[config.mk]
export PLATFORM = sky130hd
export DESIGN_NAME = hlis_status_latch
export DESIGN_NICKNAME = d
export VERILOG_FILES = /design/src/core/hlis_status_latch.v
export VERILOG_INCLUDE_DIRS = /design/src /design/src/pkg
export SDC_FILE = /design/constraint.sdc
export NUM_CORES = 1
export LEC_CHECK = 0
export ABC_AREA = 1
export BUFFER_PORTS_ARGS = -buffer_cell sky130_fd_sc_hd__buf_4
export CAP_MARGIN = 20
export CORE_ASPECT_RATIO = 0.8
export CORE_MARGIN = 1.5
export CORE_UTILIZATION = 30
export DETAILED_ROUTE_END_ITERATION = 8
export HOLD_SLACK_MARGIN = 0.08
export SYNTH_ARGS = -nofsm -noshare
export SYNTH_HDL_FRONTEND = slang
export SYNTH_HIERARCHICAL = 1
export SYNTH_SLANG_ARGS = --single-unit
[constraint.sdc]
create_clock -name mclk -period 0.9 [get_ports mclk]
set_input_delay 0 -clock mclk [delete_from_list [all_inputs] [get_ports mclk]]
set_output_delay 0 -clock mclk [all_outputs]
set_load 0.01 [all_outputs]
[src/pkg/hlis_consts.vh]
// hlis_consts.vh: offsets, bit positions and reset values for the
// level-change interrupt status latch.
// assumes: included by bare name from the core file; definitions only.
// Summary of operation
// - bit 7 second byte: channel status valid change
// - bit 6 second byte: internal mute change
// - bit 5 second byte: AV mute change
// - bit 4 second byte: audio channel mode change
// - bit 3 second byte: HDMI/DVI mode change
// - bit 2 second byte: general control packet change
// - bit 1 second byte: clock regeneration packet change
// - bit 0 second byte: gamut metadata change
// - bit 7 third byte: port B cable change
// - bit 6 third byte: port A PLL lock change
// - flags stay set until explicitly cleared
// - flag raises an interrupt only when a mask enables it
// - flags reset to zero; one means changed
// - third byte groups eight port cable, clock and video lock flags; bit 3 is held zero and never sets
// - bit 5 third byte: port B PLL lock change
`ifndef HLIS_CONSTS_VH
`define HLIS_CONSTS_VH

// printed offsets are register indices; byte address is index times four
`define HLIS_IDX_STATUS2 8'h66
`define HLIS_IDX_STATUS3 8'h6B
`define HLIS_ADDR_STATUS2 12'h198
`define HLIS_ADDR_STATUS3 12'h1AC
`define HLIS_ADDR_CLEAR2 12'h1B0
`define HLIS_ADDR_CLEAR3 12'h1B4
`define HLIS_ADDR_MASK1_2 12'h1B8
`define HLIS_ADDR_MASK1_3 12'h1BC
`define HLIS_ADDR_MASK2_2 12'h1C0
`define HLIS_ADDR_MASK2_3 12'h1C4
`define HLIS_ADDR_RAW2 12'h1C8
`define HLIS_ADDR_RAW3 12'h1CC

// field positions, second byte
`define HLIS_BIT_CHAN_STATUS_OK 7
`define HLIS_BIT_INNER_SILENCE 6
`define HLIS_BIT_SOURCE_SILENCE 5
`define HLIS_BIT_SOUND_LAYOUT 4
`define HLIS_BIT_LINK_TYPE 3
`define HLIS_BIT_GENERAL_CTRL_PKT 2
`define HLIS_BIT_SOUND_CLK_REGEN 1
`define HLIS_BIT_COLOUR_RANGE_META 0
// field positions, third byte
`define HLIS_BIT_PORT2_PLUG 7
`define HLIS_BIT_PORT1_PLL_LOCK 6
`define HLIS_BIT_PORT2_PLL_LOCK 5
`define HLIS_BIT_PORT1_CLK_SEEN 4
`define HLIS_BIT_PORT2_CLK_SEEN 3
`define HLIS_BIT_STEREO_VIDEO 2
`define HLIS_BIT_VSYNC_FILTER_LOCK 1
`define HLIS_BIT_DE_REBUILD_LOCK 0

// reset values
`define HLIS_RST_STATUS 8'h00
`define HLIS_RST_FLAG 1'b0
`define HLIS_RST_MASK 8'h00
`define HLIS_RST_RDATA 32'h00000000

`endif

[src/core/hlis_status_latch.v]
// hlis_status_latch.v: sticky change-detect status bytes with two masked
// interrupt outputs and an APB register slave.
// assumes: raw levels already synchronous to mclk; APB master on mclk.
`timescale 1ns/10ps
`include "hlis_consts.vh"

module hlis_status_latch #(
	parameter ADDR_W = 12
)(
	input wire mclk,
	input wire nrst,
	input wire psel,
	input wire penable,
	input wire pwrite,
	input wire [ADDR_W-1:0] paddr,
	input wire [31:0] pwdata,
	input wire [3:0] pstrb,
	output reg [31:0] prdata,
	output wire pready,
	output wire pslverr,
	input wire chanStatusOkLevel,
	input wire innerSilenceLevel,
	input wire sourceSilenceLevel,
	input wire soundLayoutLevel,
	input wire linkTypeLevel,
	input wire generalCtrlPktLevel,
	input wire soundClkRegenLevel,
	input wire colourRangeMetaLevel,
	input wire port2PlugLevel,
	input wire port1PllLockLevel,
	input wire port2PllLockLevel,
	input wire port1ClkSeenLevel,
	input wire stereoVideoLevel,
	input wire vsyncFilterLockLevel,
	input wire deRebuildLockLevel,
	output wire firstIrqOutput,
	output wire secondIrqOutput
);

	// raw levels gathered into the two byte layouts
	wire [7:0] raw2;
	wire [7:0] raw3;
	reg rawValid_q;
	wire [7:0] flagByte2;
	wire [7:0] flagByte3;
	reg [7:0] mask1Of2_q;
	reg [7:0] mask1Of3_q;
	reg [7:0] mask2Of2_q;
	reg [7:0] mask2Of3_q;
	wire [7:0] clear2;
	wire [7:0] clear3;
	wire wrAccess;
	wire addrHit;
	reg [31:0] rdMux;
	reg decodeOk;

	assign raw2[`HLIS_BIT_CHAN_STATUS_OK] = chanStatusOkLevel;
	assign raw2[`HLIS_BIT_INNER_SILENCE] = innerSilenceLevel;
	assign raw2[`HLIS_BIT_SOURCE_SILENCE] = sourceSilenceLevel;
	assign raw2[`HLIS_BIT_SOUND_LAYOUT] = soundLayoutLevel;
	assign raw2[`HLIS_BIT_LINK_TYPE] = linkTypeLevel;
	assign raw2[`HLIS_BIT_GENERAL_CTRL_PKT] = generalCtrlPktLevel;
	assign raw2[`HLIS_BIT_SOUND_CLK_REGEN] = soundClkRegenLevel;
	assign raw2[`HLIS_BIT_COLOUR_RANGE_META] = colourRangeMetaLevel;

	// third byte: bit 3 belongs to a source outside this block, held zero
	assign raw3[`HLIS_BIT_PORT2_PLUG] = port2PlugLevel;
	assign raw3[`HLIS_BIT_PORT1_PLL_LOCK] = port1PllLockLevel;
	assign raw3[`HLIS_BIT_PORT2_PLL_LOCK] = port2PllLockLevel;
	assign raw3[`HLIS_BIT_PORT1_CLK_SEEN] = port1ClkSeenLevel;
	assign raw3[3] = 1'b0;
	assign raw3[`HLIS_BIT_STEREO_VIDEO] = stereoVideoLevel;
	assign raw3[`HLIS_BIT_VSYNC_FILTER_LOCK] = vsyncFilterLockLevel;
	assign raw3[`HLIS_BIT_DE_REBUILD_LOCK] = deRebuildLockLevel;

	// prime flag: the first cycle after reset only loads the previous levels,
	// so a source that leaves reset high never reads as a change
	always @(posedge mclk or negedge nrst)
	begin
		if (!nrst)
			rawValid_q <= 1'b0;
		else
			rawValid_q <= 1'b1;
	end

	// apb decode: zero wait states, every access completes in its access cycle
	assign pready = 1'b1;
	assign wrAccess = psel & penable & pwrite;
	assign addrHit = decodeOk;
	assign pslverr = psel & penable & ~addrHit; // unmapped address

	// write-one-to-clear strobes; only byte lane 0 carries the bits
	assign clear2 = (wrAccess && paddr == `HLIS_ADDR_CLEAR2 && pstrb[0]) ?
		pwdata[7:0] : 8'h00;
	assign clear3 = (wrAccess && paddr == `HLIS_ADDR_CLEAR3 && pstrb[0]) ?
		pwdata[7:0] : 8'h00;

	// one change flag per status bit; each holds its own previous level and
	// its own sticky bit, so the two bytes are just sixteen copies of it.
	// trade-off: a flop per bit for the previous level instead of a shared
	// byte store, bought for one place that owns set-versus-clear priority.
	// limitation: a level that toggles twice between two clock edges is
	// invisible; sources must hold each level for at least one cycle.
	// the prime input keeps every copy quiet on the first edge after reset.

	// second byte: audio and link state changes
	// channel status valid indication
	hlis_change_flag #(.RESET_VALUE(`HLIS_RST_FLAG)) u_chanStatusOkFlag (
		.mclk(mclk),
		.nrst(nrst),
		.primed(rawValid_q),
		.level(raw2[`HLIS_BIT_CHAN_STATUS_OK]),
		.clearReq(clear2[`HLIS_BIT_CHAN_STATUS_OK]),
		.flag(flagByte2[`HLIS_BIT_CHAN_STATUS_OK])
	);

	// internal mute indication
	hlis_change_flag #(.RESET_VALUE(`HLIS_RST_FLAG)) u_innerSilenceFlag (
		.mclk(mclk),
		.nrst(nrst),
		.primed(rawValid_q),
		.level(raw2[`HLIS_BIT_INNER_SILENCE]),
		.clearReq(clear2[`HLIS_BIT_INNER_SILENCE]),
		.flag(flagByte2[`HLIS_BIT_INNER_SILENCE])
	);

	// source-side mute detection
	hlis_change_flag #(.RESET_VALUE(`HLIS_RST_FLAG)) u_sourceSilenceFlag (
		.mclk(mclk),
		.nrst(nrst),
		.primed(rawValid_q),
		.level(raw2[`HLIS_BIT_SOURCE_SILENCE]),
		.clearReq(clear2[`HLIS_BIT_SOURCE_SILENCE]),
		.flag(flagByte2[`HLIS_BIT_SOURCE_SILENCE])
	);

	// audio channel layout indication
	hlis_change_flag #(.RESET_VALUE(`HLIS_RST_FLAG)) u_soundLayoutFlag (
		.mclk(mclk),
		.nrst(nrst),
		.primed(rawValid_q),
		.level(raw2[`HLIS_BIT_SOUND_LAYOUT]),
		.clearReq(clear2[`HLIS_BIT_SOUND_LAYOUT]),
		.flag(flagByte2[`HLIS_BIT_SOUND_LAYOUT])
	);

	// link type indication
	hlis_change_flag #(.RESET_VALUE(`HLIS_RST_FLAG)) u_linkTypeFlag (
		.mclk(mclk),
		.nrst(nrst),
		.primed(rawValid_q),
		.level(raw2[`HLIS_BIT_LINK_TYPE]),
		.clearReq(clear2[`HLIS_BIT_LINK_TYPE]),
		.flag(flagByte2[`HLIS_BIT_LINK_TYPE])
	);

	// general control packet indication
	hlis_change_flag #(.RESET_VALUE(`HLIS_RST_FLAG)) u_generalCtrlPktFlag (
		.mclk(mclk),
		.nrst(nrst),
		.primed(rawValid_q),
		.level(raw2[`HLIS_BIT_GENERAL_CTRL_PKT]),
		.clearReq(clear2[`HLIS_BIT_GENERAL_CTRL_PKT]),
		.flag(flagByte2[`HLIS_BIT_GENERAL_CTRL_PKT])
	);

	// audio clock regeneration packet indication
	hlis_change_flag #(.RESET_VALUE(`HLIS_RST_FLAG)) u_soundClkRegenFlag (
		.mclk(mclk),
		.nrst(nrst),
		.primed(rawValid_q),
		.level(raw2[`HLIS_BIT_SOUND_CLK_REGEN]),
		.clearReq(clear2[`HLIS_BIT_SOUND_CLK_REGEN]),
		.flag(flagByte2[`HLIS_BIT_SOUND_CLK_REGEN])
	);

	// colour range metadata packet indication
	hlis_change_flag #(.RESET_VALUE(`HLIS_RST_FLAG)) u_colourRangeMetaFlag (
		.mclk(mclk),
		.nrst(nrst),
		.primed(rawValid_q),
		.level(raw2[`HLIS_BIT_COLOUR_RANGE_META]),
		.clearReq(clear2[`HLIS_BIT_COLOUR_RANGE_META]),
		.flag(flagByte2[`HLIS_BIT_COLOUR_RANGE_META])
	);

	// third byte: port, clock and video lock changes
	// second port cable detect
	hlis_change_flag #(.RESET_VALUE(`HLIS_RST_FLAG)) u_port2PlugFlag (
		.mclk(mclk),
		.nrst(nrst),
		.primed(rawValid_q),
		.level(raw3[`HLIS_BIT_PORT2_PLUG]),
		.clearReq(clear3[`HLIS_BIT_PORT2_PLUG]),
		.flag(flagByte3[`HLIS_BIT_PORT2_PLUG])
	);

	// first port pll lock
	hlis_change_flag #(.RESET_VALUE(`HLIS_RST_FLAG)) u_port1PllLockFlag (
		.mclk(mclk),
		.nrst(nrst),
		.primed(rawValid_q),
		.level(raw3[`HLIS_BIT_PORT1_PLL_LOCK]),
		.clearReq(clear3[`HLIS_BIT_PORT1_PLL_LOCK]),
		.flag(flagByte3[`HLIS_BIT_PORT1_PLL_LOCK])
	);

	// second port pll lock
	hlis_change_flag #(.RESET_VALUE(`HLIS_RST_FLAG)) u_port2PllLockFlag (
		.mclk(mclk),
		.nrst(nrst),
		.primed(rawValid_q),
		.level(raw3[`HLIS_BIT_PORT2_PLL_LOCK]),
		.clearReq(clear3[`HLIS_BIT_PORT2_PLL_LOCK]),
		.flag(flagByte3[`HLIS_BIT_PORT2_PLL_LOCK])
	);

	// first port clock seen
	hlis_change_flag #(.RESET_VALUE(`HLIS_RST_FLAG)) u_port1ClkSeenFlag (
		.mclk(mclk),
		.nrst(nrst),
		.primed(rawValid_q),
		.level(raw3[`HLIS_BIT_PORT1_CLK_SEEN]),
		.clearReq(clear3[`HLIS_BIT_PORT1_CLK_SEEN]),
		.flag(flagByte3[`HLIS_BIT_PORT1_CLK_SEEN])
	);

	// second port clock: level tied low here, so the flag never sets
	hlis_change_flag #(.RESET_VALUE(`HLIS_RST_FLAG)) u_port2ClkSeenFlag (
		.mclk(mclk),
		.nrst(nrst),
		.primed(rawValid_q),
		.level(raw3[`HLIS_BIT_PORT2_CLK_SEEN]),
		.clearReq(clear3[`HLIS_BIT_PORT2_CLK_SEEN]),
		.flag(flagByte3[`HLIS_BIT_PORT2_CLK_SEEN])
	);

	// stereo video indication
	hlis_change_flag #(.RESET_VALUE(`HLIS_RST_FLAG)) u_stereoVideoFlag (
		.mclk(mclk),
		.nrst(nrst),
		.primed(rawValid_q),
		.level(raw3[`HLIS_BIT_STEREO_VIDEO]),
		.clearReq(clear3[`HLIS_BIT_STEREO_VIDEO]),
		.flag(flagByte3[`HLIS_BIT_STEREO_VIDEO])
	);

	// vertical sync filter lock
	hlis_change_flag #(.RESET_VALUE(`HLIS_RST_FLAG)) u_vsyncFilterLockFlag (
		.mclk(mclk),
		.nrst(nrst),
		.primed(rawValid_q),
		.level(raw3[`HLIS_BIT_VSYNC_FILTER_LOCK]),
		.clearReq(clear3[`HLIS_BIT_VSYNC_FILTER_LOCK]),
		.flag(flagByte3[`HLIS_BIT_VSYNC_FILTER_LOCK])
	);

	// data enable rebuild lock
	hlis_change_flag #(.RESET_VALUE(`HLIS_RST_FLAG)) u_deRebuildLockFlag (
		.mclk(mclk),
		.nrst(nrst),
		.primed(rawValid_q),
		.level(raw3[`HLIS_BIT_DE_REBUILD_LOCK]),
		.clearReq(clear3[`HLIS_BIT_DE_REBUILD_LOCK]),
		.flag(flagByte3[`HLIS_BIT_DE_REBUILD_LOCK])
	);

	// mask registers, one pair per interrupt output
	always @(posedge mclk or negedge nrst)
	begin
		if (!nrst)
		begin
			mask1Of2_q <= `HLIS_RST_MASK;
			mask1Of3_q <= `HLIS_RST_MASK;
			mask2Of2_q <= `HLIS_RST_MASK;
			mask2Of3_q <= `HLIS_RST_MASK;
		end
		else if (wrAccess && pstrb[0])
		begin
			case (paddr)
				`HLIS_ADDR_MASK1_2: mask1Of2_q <= pwdata[7:0];
				`HLIS_ADDR_MASK1_3: mask1Of3_q <= pwdata[7:0];
				`HLIS_ADDR_MASK2_2: mask2Of2_q <= pwdata[7:0];
				`HLIS_ADDR_MASK2_3: mask2Of3_q <= pwdata[7:0];
				default: ;
			endcase
		end
	end

	// a flag only raises an output where that output's mask enables it
	assign firstIrqOutput = |(flagByte2 & mask1Of2_q) | |(flagByte3 & mask1Of3_q);
	assign secondIrqOutput = |(flagByte2 & mask2Of2_q) | |(flagByte3 & mask2Of3_q);

	// read mux and address decode; clear registers read as zero
	always @*
	begin
		rdMux = `HLIS_RST_RDATA;
		decodeOk = 1'b1;
		case (paddr)
			`HLIS_ADDR_STATUS2: rdMux = {24'h000000, flagByte2};
			`HLIS_ADDR_STATUS3: rdMux = {24'h000000, flagByte3};
			`HLIS_ADDR_CLEAR2: rdMux = `HLIS_RST_RDATA;
			`HLIS_ADDR_CLEAR3: rdMux = `HLIS_RST_RDATA;
			`HLIS_ADDR_MASK1_2: rdMux = {24'h000000, mask1Of2_q};
			`HLIS_ADDR_MASK1_3: rdMux = {24'h000000, mask1Of3_q};
			`HLIS_ADDR_MASK2_2: rdMux = {24'h000000, mask2Of2_q};
			`HLIS_ADDR_MASK2_3: rdMux = {24'h000000, mask2Of3_q};
			`HLIS_ADDR_RAW2: rdMux = {24'h000000, raw2};
			`HLIS_ADDR_RAW3: rdMux = {24'h000000, raw3};
			default: decodeOk = 1'b0;
		endcase
	end

	// read data registered in the setup cycle so it is stable in access
	always @(posedge mclk or negedge nrst)
	begin
		if (!nrst)
			prdata <= `HLIS_RST_RDATA;
		else if (psel && !penable && !pwrite)
			prdata <= rdMux;
	end

endmodule

// one sticky change flag: edge detect on a raw level plus a held status bit
// a change in the clearing cycle wins, so no event is ever lost to a clear
module hlis_change_flag #(
	parameter RESET_VALUE = 1'b0
)(
	input wire mclk,
	input wire nrst,
	input wire primed,
	input wire level,
	input wire clearReq,
	output wire flag
);

	reg levelPrev_q;
	reg flag_q;
	reg flag_d;
	wire changed;

	// previous level, loaded every cycle so a change pulses exactly once
	always @(posedge mclk or negedge nrst)
	begin
		if (!nrst)
			levelPrev_q <= 1'b0;
		else
			levelPrev_q <= level;
	end

	// either edge counts; held off until the previous level is primed
	assign changed = (level ^ levelPrev_q) & primed;

	// sticky next value: a return of the level never clears it
	always @*
	begin
		flag_d = (flag_q & ~clearReq) | changed;
	end

	// flag resets to zero, meaning no change seen
	always @(posedge mclk or negedge nrst)
	begin
		if (!nrst)
			flag_q <= RESET_VALUE;
		else
			flag_q <= flag_d;
	end

	assign flag = flag_q;

endmodule

# --- Word-level counts from Yosys, hierarchy flattened ---
# Cells that the tools add are included.
totals:
  reg_bits: 96
  latchBits: 0
  ramBits: 0
  mem_bits_ro: 0
  in_bits: 68
  out_inout_bits: 36
  wordCells: 156
  mem_count: 0
classes:
  add_sub_neg: 0
  mul: 0
  div_mod_pow: 0
  magnitude_cmp: 0
  eq_ne: 10
  shift: 0
  mux: 4
  n_bitwise: 87
  reduce_logical: 18
ops:
  columns: ["op", "n"]
  rows:
  - ["12-bit by 9-bit == test with 1-bit output (second input constant)", 10]
  - ["8-bit case mux with 8 select lines", 1]
  - ["1-bit AND", 34]
  - ["8-bit AND", 4]
  - ["8-bit OR reduction", 4]
  - ["1-bit inverter", 17]
  - ["1-bit OR", 17]
  - ["8-bit 2-to-1 mux", 2]
  - ["1-bit XOR", 15]
  - ["10-bit OR reduction", 1]
  - ["2-bit AND reduction", 4]
  - ["1-bit logical AND", 7]
  - ["1-bit logical NOT", 2]
  - ["1-bit 2-to-1 mux", 1]

# --- Depth between registers and ports, before layout ---
# Gate-level depths: netlist (run 1).
logic_depth:
  depth_word: 8
  mapped_depth: 11
  mapped_depth_nobuf: 10

# --- Cells and area by module ---
# Netlist (run 1), hierarchy kept.
by_module_without_submodules:
  columns: ["module", "n_inst", "cells_each", "area_per_inst_um2", "seq_area_each_um2"]
  rows:
  - ["hlis_status_latch", 1, 419, 3046.7, 1026.0]
  - ["hlis_change_flag", 16, 10, 81.3, 50.0]

# --- Least setup slack after synthesis (run 1) ---
# No wires, ideal clock.
synth_timing:
  path_kind: "input port to flip-flop"
  startpoint: "in paddr[11]"
  endpoint: "reg u_innerSilenceFlag.flag_q (netlist: u_innerSilenceFlag/flag)"
  setup_time_ns: 0.119
  arrival_time_ns: 0.940
  required_ns: 0.781
  slack_ns: -0.159
  path_stages: 8
  path_buffers: 0
  path_cell_list: "nor2_2 > nand2_1 > nor2_4 > nand3_1 > nor2_1 > inv_1 > nand2_1 > nand2_1"
synth_between:
  elab_chain_len: 7
synth_rtl:
  columns: ["item", "line_no", "text"]
  rows:
  - ["from (decl)", "hlis_status_latch.v:15", "input wire [ADDR_W-1:0] paddr,"]
  - ["12-bit by 9-bit == test with 1-bit output", null, null]
  - ["1-bit logical AND (no source line)", null, null]
  - ["1-bit logical AND", "hlis_status_latch.v:93", "assign clear2 = (wrAccess && paddr == `HLIS_ADDR_CLEAR2 && pstrb[0]) ?"]
  - ["8-bit 2-to-1 mux", "hlis_status_latch.v:93", null]
  - ["net clear2[6]", "hlis_status_latch.v:50", "wire [7:0] clear2;"]
  - ["1-bit inverter", "hlis_status_latch.v:358", "flag_d = (flag_q & ~clearReq) | changed;"]
  - ["1-bit AND", "hlis_status_latch.v:358", null]
  - ["1-bit OR", "hlis_status_latch.v:358", null]
  - ["net u_innerSilenceFlag.flag_d", "hlis_status_latch.v:340", "reg flag_d;"]
  - ["to (signal assigned)", "hlis_status_latch.v:367", "flag_q <= flag_d;"]
  - ["to (decl)", "hlis_status_latch.v:339", "reg flag_q;"]
# The timed path passes the listed nets, and every way through them passes these cells.
# A chain may end at the register's enable or synchronous reset.

# --- Final worst setup path (run 1) ---
layout_timing:
  startpoint: "reg u_port2PllLockFlag.flag_q (netlist: u_port2PllLockFlag/flag)"
  endpoint: "out secondIrqOutput"
layout_between:
  elab_chain_len: 3
layout_rtl:
  columns: ["item", "line_no", "text"]
  rows:
  - ["from (decl)", "hlis_status_latch.v:339", null]
  - ["from (signal assigned)", "hlis_status_latch.v:367", null]
  - ["8-bit AND", "hlis_status_latch.v:292", "assign secondIrqOutput = |(flagByte2 & mask2Of2_q) | |(flagByte3 & mask2Of3_q);"]
  - ["8-bit OR reduction", "hlis_status_latch.v:292", null]
  - ["1-bit OR", "hlis_status_latch.v:292", null]
  - ["to (decl)", "hlis_status_latch.v:37", "output wire secondIrqOutput"]
# Every way passes these cells.

==> flow_metrics.tcl, run 1 <==
set metrics [dict create \
    status "finished, violations left" \
    violations "negative setup slack" \
    final_area_mm2 0.00667 \
    hold_start "penable" \
    synth_compound_area_share_pct 8.69 \
    fin_crit_sh_pct 171 \
    clock_power_share_pct 45.6 \
    grt_pass1_vias 3999 \
    crit_start "u_port2PllLockFlag/flag" \
    busiest_layer "met1" \
    power_mw 7.81 \
    routabilityCongestion 0.853 \
    fp.dieH_um 111 \
    netlist_instances 579 \
    fillers 1388 \
    nNetsFinal 832 \
    dieWidth_um 138 \
    synthTopCellsByArea "dfrtp_1 (42%), nand2_1 (17%), nand3_1 (8.5%)" \
    drv_slew 0 \
    leakage_nw 3.40 \
    path_delay_family "flip-flops" \
    layout_common_cells "nand2_1 (170), buf_4 (122), dfrtp_1 (69)" \
    hold_viol_final 0 \
    muxShareOfSynthArea_pct 0 \
    slowest_delay_ns 0.40 \
    power_density_mw_per_mm2 1170 \
    grt_overflow 0 \
    via_count 4336 \
    p_switching_mw 1.87 \
    synth_seq_area_share_pct 42.0 \
    htree_levels 3 \
    synth_top_family_by_area "simple AND/OR/NAND/NOR gates" \
    drc 0 \
    met3_usage_pct 3.43 \
    layout_commonest_cell "nand2_1" \
    use_met1_pct 26.9 \
    drt_wl_total_mm 13.5 \
    area_growth_syn_to_layout_pct 53.4 \
    clk_pin_slew_worst_paths_ns 0.06 \
    layout-drive-gt1-share_pct 39.1 \
    num_io_pins 104 \
    antenna_cells 0 \
    critPathSlowestCell "dfrtp_1" \
    worstPathCellList "nand2_2 -> nand2_2 -> a221oi_2 -> buf_4 -> nand4_1 -> buf_4" \
    intPower_mw 5.94 \
    synth_top_area_share_pct 42.0 \
    start_util_pct 30.6 \
    via_per_inst 4.55 \
    hold_class "input pin to flip-flop" \
    grt_pass1_wl_mm 20.8 \
    die_area_mm2 0.0152 \
    rsz0062_at_grt "true" \
    combPwrFrac_pct 11.6 \
    end_kind "output pin" \
    netlist_area_mm2 0.00435 \
    clock_latency_ns 0.34 \
    reg2reg_from "u_soundLayoutFlag/flag" \
    track_usage_pct 18.0 \
    hpwl_mm 9.26 \
    cts_tree "built" \
    first_iter_violations 314 \
    use_met2_pct 26.6 \
    avgSynthCellArea_um2 7.51 \
    fin_skew_ns 0.00469 \
    fin_ws_ns -0.643 \
    synth_xor_area_share_pct 0 \
    period_minus_slack_ns 1.54 \
    place_area_mm2 0.00548 \
    antenna_found_initial 0 \
    drtPass1Iterations 5 \
    cap_violations 0 \
    crit_required_ns 0.90 \
    numClockSinks 73 \
    cts_root_buf "clkbuf_16" \
    p_seq_share_pct 42.8 \
    synthAdderAreaFrac_pct 0 \
    synth-seq-cells 73 \
    dp.cells 877 \
    setup_viol 27 \
    dpl_worst_slack_ns -0.429 \
    rows 39 \
    cp_num_buf_inv 2 \
    numCtsBuffers 9 \
    synthDistinctLibCells 27 \
    drt-wirelength-per-cell_um 14.2 \
    ys_warn_count 6 \
    drtAntennaViolNets 0 \
    core-area_mm2 0.0142 \
    synth_area_leader_cell "dfrtp_1" \
    timing.fmax_ghz 0.648 \
    p_sw_share_pct 23.9 \
    startpoint_type "flip-flop" \
    tns_ns -3.16 \
    synth-simple-area-share_pct 36.1 \
    cts_buffer_depth 2 \
    critPathMaxFanout 2 \
    fin_cells 953 \
    setup.worst_path.class "flip-flop to output pin" \
    portBuffers 51 \
    grt_max_degree 33 \
    ir_worst_vdd_uv 830 \
    arrival_ns 1.54 \
]
-- timing repair --
action / in CTS / in global routing
buffers inserted: 17 / 20
hold endpoints to repair: 140 / 0
resized for setup: 49 / 62
endpoints found under the setup margin: 27 / 41
pin swaps: 39 / 31
hold buffers: 24 / 0
gates cloned: 0 / 2
-- cell type report --
cell class                      instances  area [um^2]  area share, %
Clock buffer                           13          250           3.75
Inverter                               75          305           4.58
Clock inverter                          3         40.0          0.600
Tap cell                              184          230           3.45
Timing Repair Buffer                  181         1650           24.7
Sequential cell                        73         1830           27.5
Multi-Input combinational cell        424         2370           35.5
-- worst reg2reg max path, cell delays in order, from the launching register on --
cell and delay (ns):
dfrtp_2 0.44, buf_6 0.13, nand3_2 0.05, nand2_1 0.05, nor2_1 0.10, nand2_1 0.10
nand2_1 0.08, nand2_1 0.04
-- synth_stat cells, drive strengths merged --
cell / n
nand2: 196
nand3: 78
inv: 75
dfrtp: 73
nor2: 61
buf: 36
o21ai: 33
nand4: 8
a22o: 7
a211oi: 3
a221oi: 3
conb: 2
nor3: 2
a31o: 1
nor3b: 1
-- power by group through the flow --
stage | registers, mW | logic, mW | clock network [mW]
6_report | 3.34 | 0.906 | 3.56
5_1_grt | 3.35 | 1.00 | 3.78
4_1_cts | 3.34 | 0.818 | 3.63
3_5_place_dp | 3.40 | 0.699 | 0
3_3_place_gp | 3.40 | 0.691 | 0
2_1_floorplan | 3.41 | 0.376 | 0
-- cell families (layout without fill, tap and decap cells) --
kind of cell           Yosys count  in the layout
buffers and inverters          111            272
AOI/OAI and AO/OA               47             47
DFF                             73             73
other                            2             29
and+or+nand+nor                346            348
-- flip-flops by register name, indices dropped and copies added, names as in the netlist, 8 cells and up --
signal	flops
mask1Of2_q	8
mask1Of3_q	8
mask2Of2_q	8
mask2Of3_q	8
prdata	8
-- per-layer routing --
metal  part of all wire, %  up-vias
met3                   5.6       14
met4                   1.4        0
met5                     0        -
li1                      -     2159
met1                    49     2036
met2                    44      127
-- worst paths after layout --
kind | end | slack, ns | cells past startpoint
min | prdata[1] | 0.06 | 5
max in group asynchronous | u_soundLayoutFlag/flag | 0.36 | 3
min in group asynchronous | u_port2PllLockFlag/levelPrev_q | 0.10 | 2
min reg2reg | prdata[4] | 0.48 | 2
max reg2reg | prdata[4] | -0.20 | 7
max | secondIrqOutput | -0.64 | 6
-- per-stage QoR --
step           hold WS [ns]  utilization (%)
2_1_floorplan        -0.296                -
3_3_place_gp        -0.0891             38.6
3_5_place_dp        -0.0790             38.6
4_1_cts              0.0660             44.3
5_1_grt              0.0972             47.0
6_report             0.0630             47.0
No activity file was read; power rests on OpenSTA's default activity.
==> run 2, diff against run 1 <==
BUFFER_PORTS_ARGS = unset   (was -buffer_cell sky130_fd_sc_hd__buf_4)
DONT_BUFFER_PORTS = 1   (was unset)
clock period = 1.9 ns   (was 0.9 ns; I/O delays follow)
==> flow_metrics.tcl, run 2 (synthesized netlist as in run 1, its figures left out) <==
set metrics [dict create \
    area_growth_syn_to_layout_pct 14.3 \
    max_slew_margin_pct 54.6 \
    ff2ff_setup_slack_ns 0.79 \
    hold_ws_ns 0.115 \
    cpMostUsedCell "nand2_1" \
    hold_path_end "prdata[3]" \
    r2r-end "u_generalCtrlPktFlag/flag" \
    hold_class "input pin to flip-flop" \
    clk_pin_slew_worst_paths_ns 0.06 \
    busiest_layer "met1" \
    numCtsBuffers 9 \
    cap_violations 0 \
    cts_resized 0 \
    grt_max_degree 74 \
    dpl_worst_slack_ns 0.461 \
    routabilityCongestion 0.851 \
    end_kind "output pin" \
    via_count 3640 \
    cts_root_buf "clkbuf_16" \
    first_iter_violations 246 \
    startpoint_type "flip-flop" \
    timing.fmax_ghz 0.633 \
    p_sw_share_pct 23.6 \
    worstMarginPinSlew_ns 0.681 \
    clock_power_share_pct 44.3 \
    num_io_pins 104 \
    antenna_cells 0 \
    layout_commonest_cell "nand2_1" \
    p_seq_share_pct 48.1 \
    status "finished clean" \
    cp_num_buf_inv 0 \
    fin_ws_ns 0.319 \
    drt_wl_total_mm 11.1 \
    via_per_inst 4.56 \
    numClockSinks 73 \
    cts_tree "built" \
    rows 39 \
    drtPass1Iterations 5 \
    layout_common_cells "nand2_1 (192), nand3_1 (74), inv_1 (73), dfrtp_1 (73), nor2_1 (44)" \
    use_met2_pct 21.3 \
    period_minus_slack_ns 1.58 \
    hold_depth 6 \
    reg2reg_from "rawValid_q" \
    nNetsFinal 680 \
    grt_pass1_vias 3378 \
    fin_skew_ns 0.00809 \
    core-area_mm2 0.0142 \
    setup_viol 0 \
    portBuffers 0 \
    start_util_pct 30.6 \
    hold_start "paddr[3]" \
    hpwl_mm 7.94 \
    crit_required_ns 1.90 \
    fin_util_pct 35.0 \
    setup.worst_path.class "flip-flop to output pin" \
    arrival_ns 1.58 \
    drv_slew 0 \
    tns_ns 0 \
    path_delay_family "simple AND/OR/NAND/NOR gates" \
    met3_usage_pct 3.93 \
    die_area_mm2 0.0152 \
    reg2regPathDepth 2 \
    ir_worst_vdd_uv 453 \
    cts_buffer_depth 2 \
    slowest_delay_ns 0.42 \
    fin_crit_sh_pct 83.2 \
    clock_latency_ns 0.34 \
    intPower_mw 2.53 \
    use_met1_pct 24.0 \
    power_mw 3.31 \
    cts_hold_buf 27 \
    power_density_mw_per_mm2 665 \
    hold_viol_final 0 \
    drt-wirelength-per-cell_um 13.9 \
    cts_setup_buffers 0 \
    leakage_nw 2.54 \
    combPwrFrac_pct 7.6 \
    critPathMaxFanout 4 \
    grt_overflow 0 \
    grt_pass1_wl_mm 18.0 \
    layout-drive-gt1-share_pct 11.2 \
    rsz0062_at_grt "false" \
    worstPathCellList "nand2_1 -> nand2_1 -> a221oi_1 -> nand4_1" \
    critPathSlowestCell "dfrtp_1" \
    dieWidth_um 138 \
    p_switching_mw 0.780 \
    drtAntennaViolNets 0 \
    antenna_found_initial 0 \
    htree_levels 3 \
    drc 0 \
    track_usage_pct 15.6 \
    fp.dieH_um 111 \
]
run 2: power groups by stage:
stage / Sequential (mW) / Combinational [mW] / Clock, mW
final: 1.59 / 0.251 / 1.46
after global routing: 1.59 / 0.287 / 1.56
after CTS: 1.59 / 0.255 / 1.49
after detailed placement: 1.62 / 0.162 / 0
after global placement: 1.62 / 0.161 / 0
after floorplan: 1.61 / 0.176 / 0
run 2: layer usage:
layer  vias to the layer above  part of all wire (%)
met5                         -                     0
met4                         0                   1.3
met3                        11                   7.1
met2                       120                    40
met1                      1661                    51
li1                       1848                     -
run 2: stage by stage:
step	area (um^2)	cells
after floorplan	4450	606
after global placement	4440	758
after detailed placement	4440	758
after CTS	4970	799
after global routing	4970	799
final	4970	799
run 2: worst max-delay path by stage:
| stage | slack [ns] | start | depth (start not counted) | endpoint |
|---|---|---|---|---|
| floorplan | 0.84 | paddr[11] | 8 | u_innerSilenceFlag/flag |
| global placement | 0.45 | paddr[7] | 9 | u_vsyncFilterLockFlag/flag |
| detailed placement | 0.46 | paddr[11] | 9 | u_colourRangeMetaFlag/flag |
| CTS | 0.35 | pwrite | 8 | prdata[3] |
| global route | 0.21 | u_port2PllLockFlag/flag | 4 | secondIrqOutput |
| finish | 0.32 | u_port2PllLockFlag/flag | 4 | secondIrqOutput |
run 2: area by class of cell:
| cell class | count | area [um^2] |
|---|---|---|
| Inverter | 75 | 282 |
| Fill cell | 1496 | 9230 |
| Tap cell | 184 | 230 |
| Timing Repair Buffer | 31 | 330 |
| Sequential cell | 73 | 1830 |
| Clock buffer | 13 | 240 |
| Clock inverter | 1 | 5.00 |
| Multi-Input combinational cell | 422 | 2060 |
run 2: tightest hold or removal path, cell delays in order:
cell and delay (ns):
nand2_1 0.04, o21ai_0 0.08, nor2_1 0.12, nor2_1 0.05
nand2_1 0.06, nand2_1 0.05
==> run 3, diff against run 2 <==
clock period = 1.3 ns   (was 1.9 ns; I/O delays follow)
==> flow_metrics.tcl, run 3 (synthesized netlist as in run 1, its figures left out) <==
set metrics [dict create \
    status "finished, violations left" \
    violations "negative hold slack, negative setup slack" \
    antenna_found_initial 0 \
    place_area_mm2 0.00461 \
    die_area_mm2 0.0152 \
    final_area_mm2 0.00531 \
    layout_common_cells "nand2_1 (189), inv_1 (73), nand3_1 (73)" \
    path_delay_family "simple AND/OR/NAND/NOR gates" \
    crit_required_ns 1.30 \
    r2r-end "u_port2ClkSeenFlag/flag" \
    grt_pass1_vias 3561 \
    ir_worst_vdd_uv 688 \
    critPathMaxFanout 4 \
    startpoint_type "flip-flop" \
    fp.dieH_um 111 \
    clk_pin_slew_worst_paths_ns 0.06 \
    reg2regPathDepth 2 \
    worstMarginPinSlew_ns 0.722 \
    grt_overflow 0 \
    ff2ff_setup_slack_ns 0.09 \
    crit_start "u_stereoVideoFlag/flag" \
    antenna_cells 0 \
    drc 0 \
    cp_num_buf_inv 0 \
    num_io_pins 104 \
    cp-endpoint "secondIrqOutput" \
    fin_skew_ns 0.00499 \
    p_sw_share_pct 22.4 \
    routabilityCongestion 0.832 \
    fillers 1476 \
    grt_pass1_wl_mm 18.7 \
    critPathSlowestCell "dfrtp_1" \
    hold_ws_ns -0.650 \
    cts_buffer_depth 2 \
    layout_commonest_cell "nand2_1" \
    arrival_ns 1.43 \
    max_slew_margin_pct 51.9 \
    crit_cells 4 \
    leakage_nw 2.69 \
    period_minus_slack_ns 1.43 \
    drt_wl_total_mm 11.6 \
    cap_violations 0 \
    setup_viol 2 \
    clock_power_share_pct 51.0 \
    drtPass1Iterations 4 \
    numClockSinks 73 \
    first_iter_violations 262 \
    rsz0062_at_grt "true" \
    start_util_pct 30.6 \
    setup.worst_path.class "flip-flop to output pin" \
    drt-wirelength-per-cell_um 14.2 \
    p_switching_mw 1.21 \
    nNetsFinal 697 \
    layout-drive-gt1-share_pct 16.7 \
    fin_crit_sh_pct 110 \
    power_density_mw_per_mm2 1020 \
    core-area_mm2 0.0142 \
    htree_levels 3 \
    end_kind "output pin" \
    worstPathCellList "nand2_1 -> nand2_2 -> a221oi_2 -> nand4_1" \
    timing.fmax_ghz 0.700 \
    reg2reg_from "rawValid_q" \
    power_mw 5.41 \
    clock_latency_ns 0.34 \
    drtAntennaViolNets 0 \
    cts_root_buf "clkbuf_16" \
    via_per_inst 4.56 \
    track_usage_pct 16.3 \
    dp.cells 769 \
    combPwrFrac_pct 6.0 \
    area_growth_syn_to_layout_pct 22.1 \
    cts_hold_buf 26 \
    hpwl_mm 8.08 \
    slowest_delay_ns 0.43 \
    drv_slew 0 \
    intPower_mw 4.20 \
    rows 39 \
    grt_max_degree 74 \
    hold_viol_final 73 \
    fin_cells 818 \
    fin_ws_ns -0.129 \
    via_count 3729 \
    p_seq_share_pct 43.0 \
    numCtsBuffers 9 \
    dieWidth_um 138 \
    cts_tree "built" \
    portBuffers 0 \
    hold_class "input pin to asynchronous set/reset pin" \
]
## run 3: cell types whose count changed in the layout (fill, tap and decap cells not counted), sizes merged
| cell | delta |
|---|---|
| buf | +17 |
| bufinv | +2 |
| clkbuf | -2 |
| clkinv | +1 |
| clkinvlp | +1 |
## run 3: worst min path at each step
stage / start / to / slack (ns) / depth (start not counted)
6_report: nrst / rawValid_q / -0.65 / 0
5_1_grt: nrst / mask1Of2_q[0] / -0.66 / 0
2_1_floorplan: nrst / mask1Of2_q[0] / -0.30 / 0
3_3_place_gp: nrst / rawValid_q / -0.29 / 0
3_5_place_dp: nrst / rawValid_q / -0.29 / 0
4_1_cts: nrst / u_soundClkRegenFlag/levelPrev_q / -0.66 / 0
## run 3: what timing repair did
| action | CTS | global route |
|---|---|---|
| resized for setup | 9 | 6 |
| setup endpoints to repair | 2 | 2 |
| endpoints found under the hold margin | 144 | 73 |
| setup buffers | 6 | 1 |
| pin swaps | 6 | 1 |
## run 3: cell type report
cell class | count | area [um^2] | area share, %
multi-input cells | 422 | 2110 | 39.7
flip-flops and latches | 73 | 1830 | 34.5
repair buffers | 48 | 526 | 9.90
inverters | 75 | 282 | 5.30
clock buffers | 11 | 253 | 4.76
well taps | 184 | 230 | 4.34
clock inverters | 5 | 77.6 | 1.46
## run 3: stage by stage
stage	setup slack [ns]	setup TNS, ns	util (%)	hold WS [ns]
floorplan	0.241	0	-	-0.296
global placement	0.0898	0	32.4	-0.293
detailed placement	0.0667	0	32.4	-0.294
CTS	-0.126	-0.226	37.2	-0.663
global route	-0.177	-0.330	37.4	-0.663
finish	-0.129	-0.212	37.4	-0.650
## run 3: power groups by stage
stage | Clock [mW] | Sequential [mW] | Combinational (mW)
floorplan | 0 | 2.36 | 0.257
global placement | 0 | 2.36 | 0.243
detailed placement | 0 | 2.37 | 0.246
CTS | 2.83 | 2.32 | 0.325
global route | 2.90 | 2.33 | 0.371
finish | 2.76 | 2.32 | 0.324
## run 3: metal layers
metal | GRT usage, % | part of all wire [%]
met3 | 5.08 | 7.7
met5 | 0 | 0
met4 | 3.37 | 0.70
met1 | 24.0 | 50
met2 | 23.3 | 41
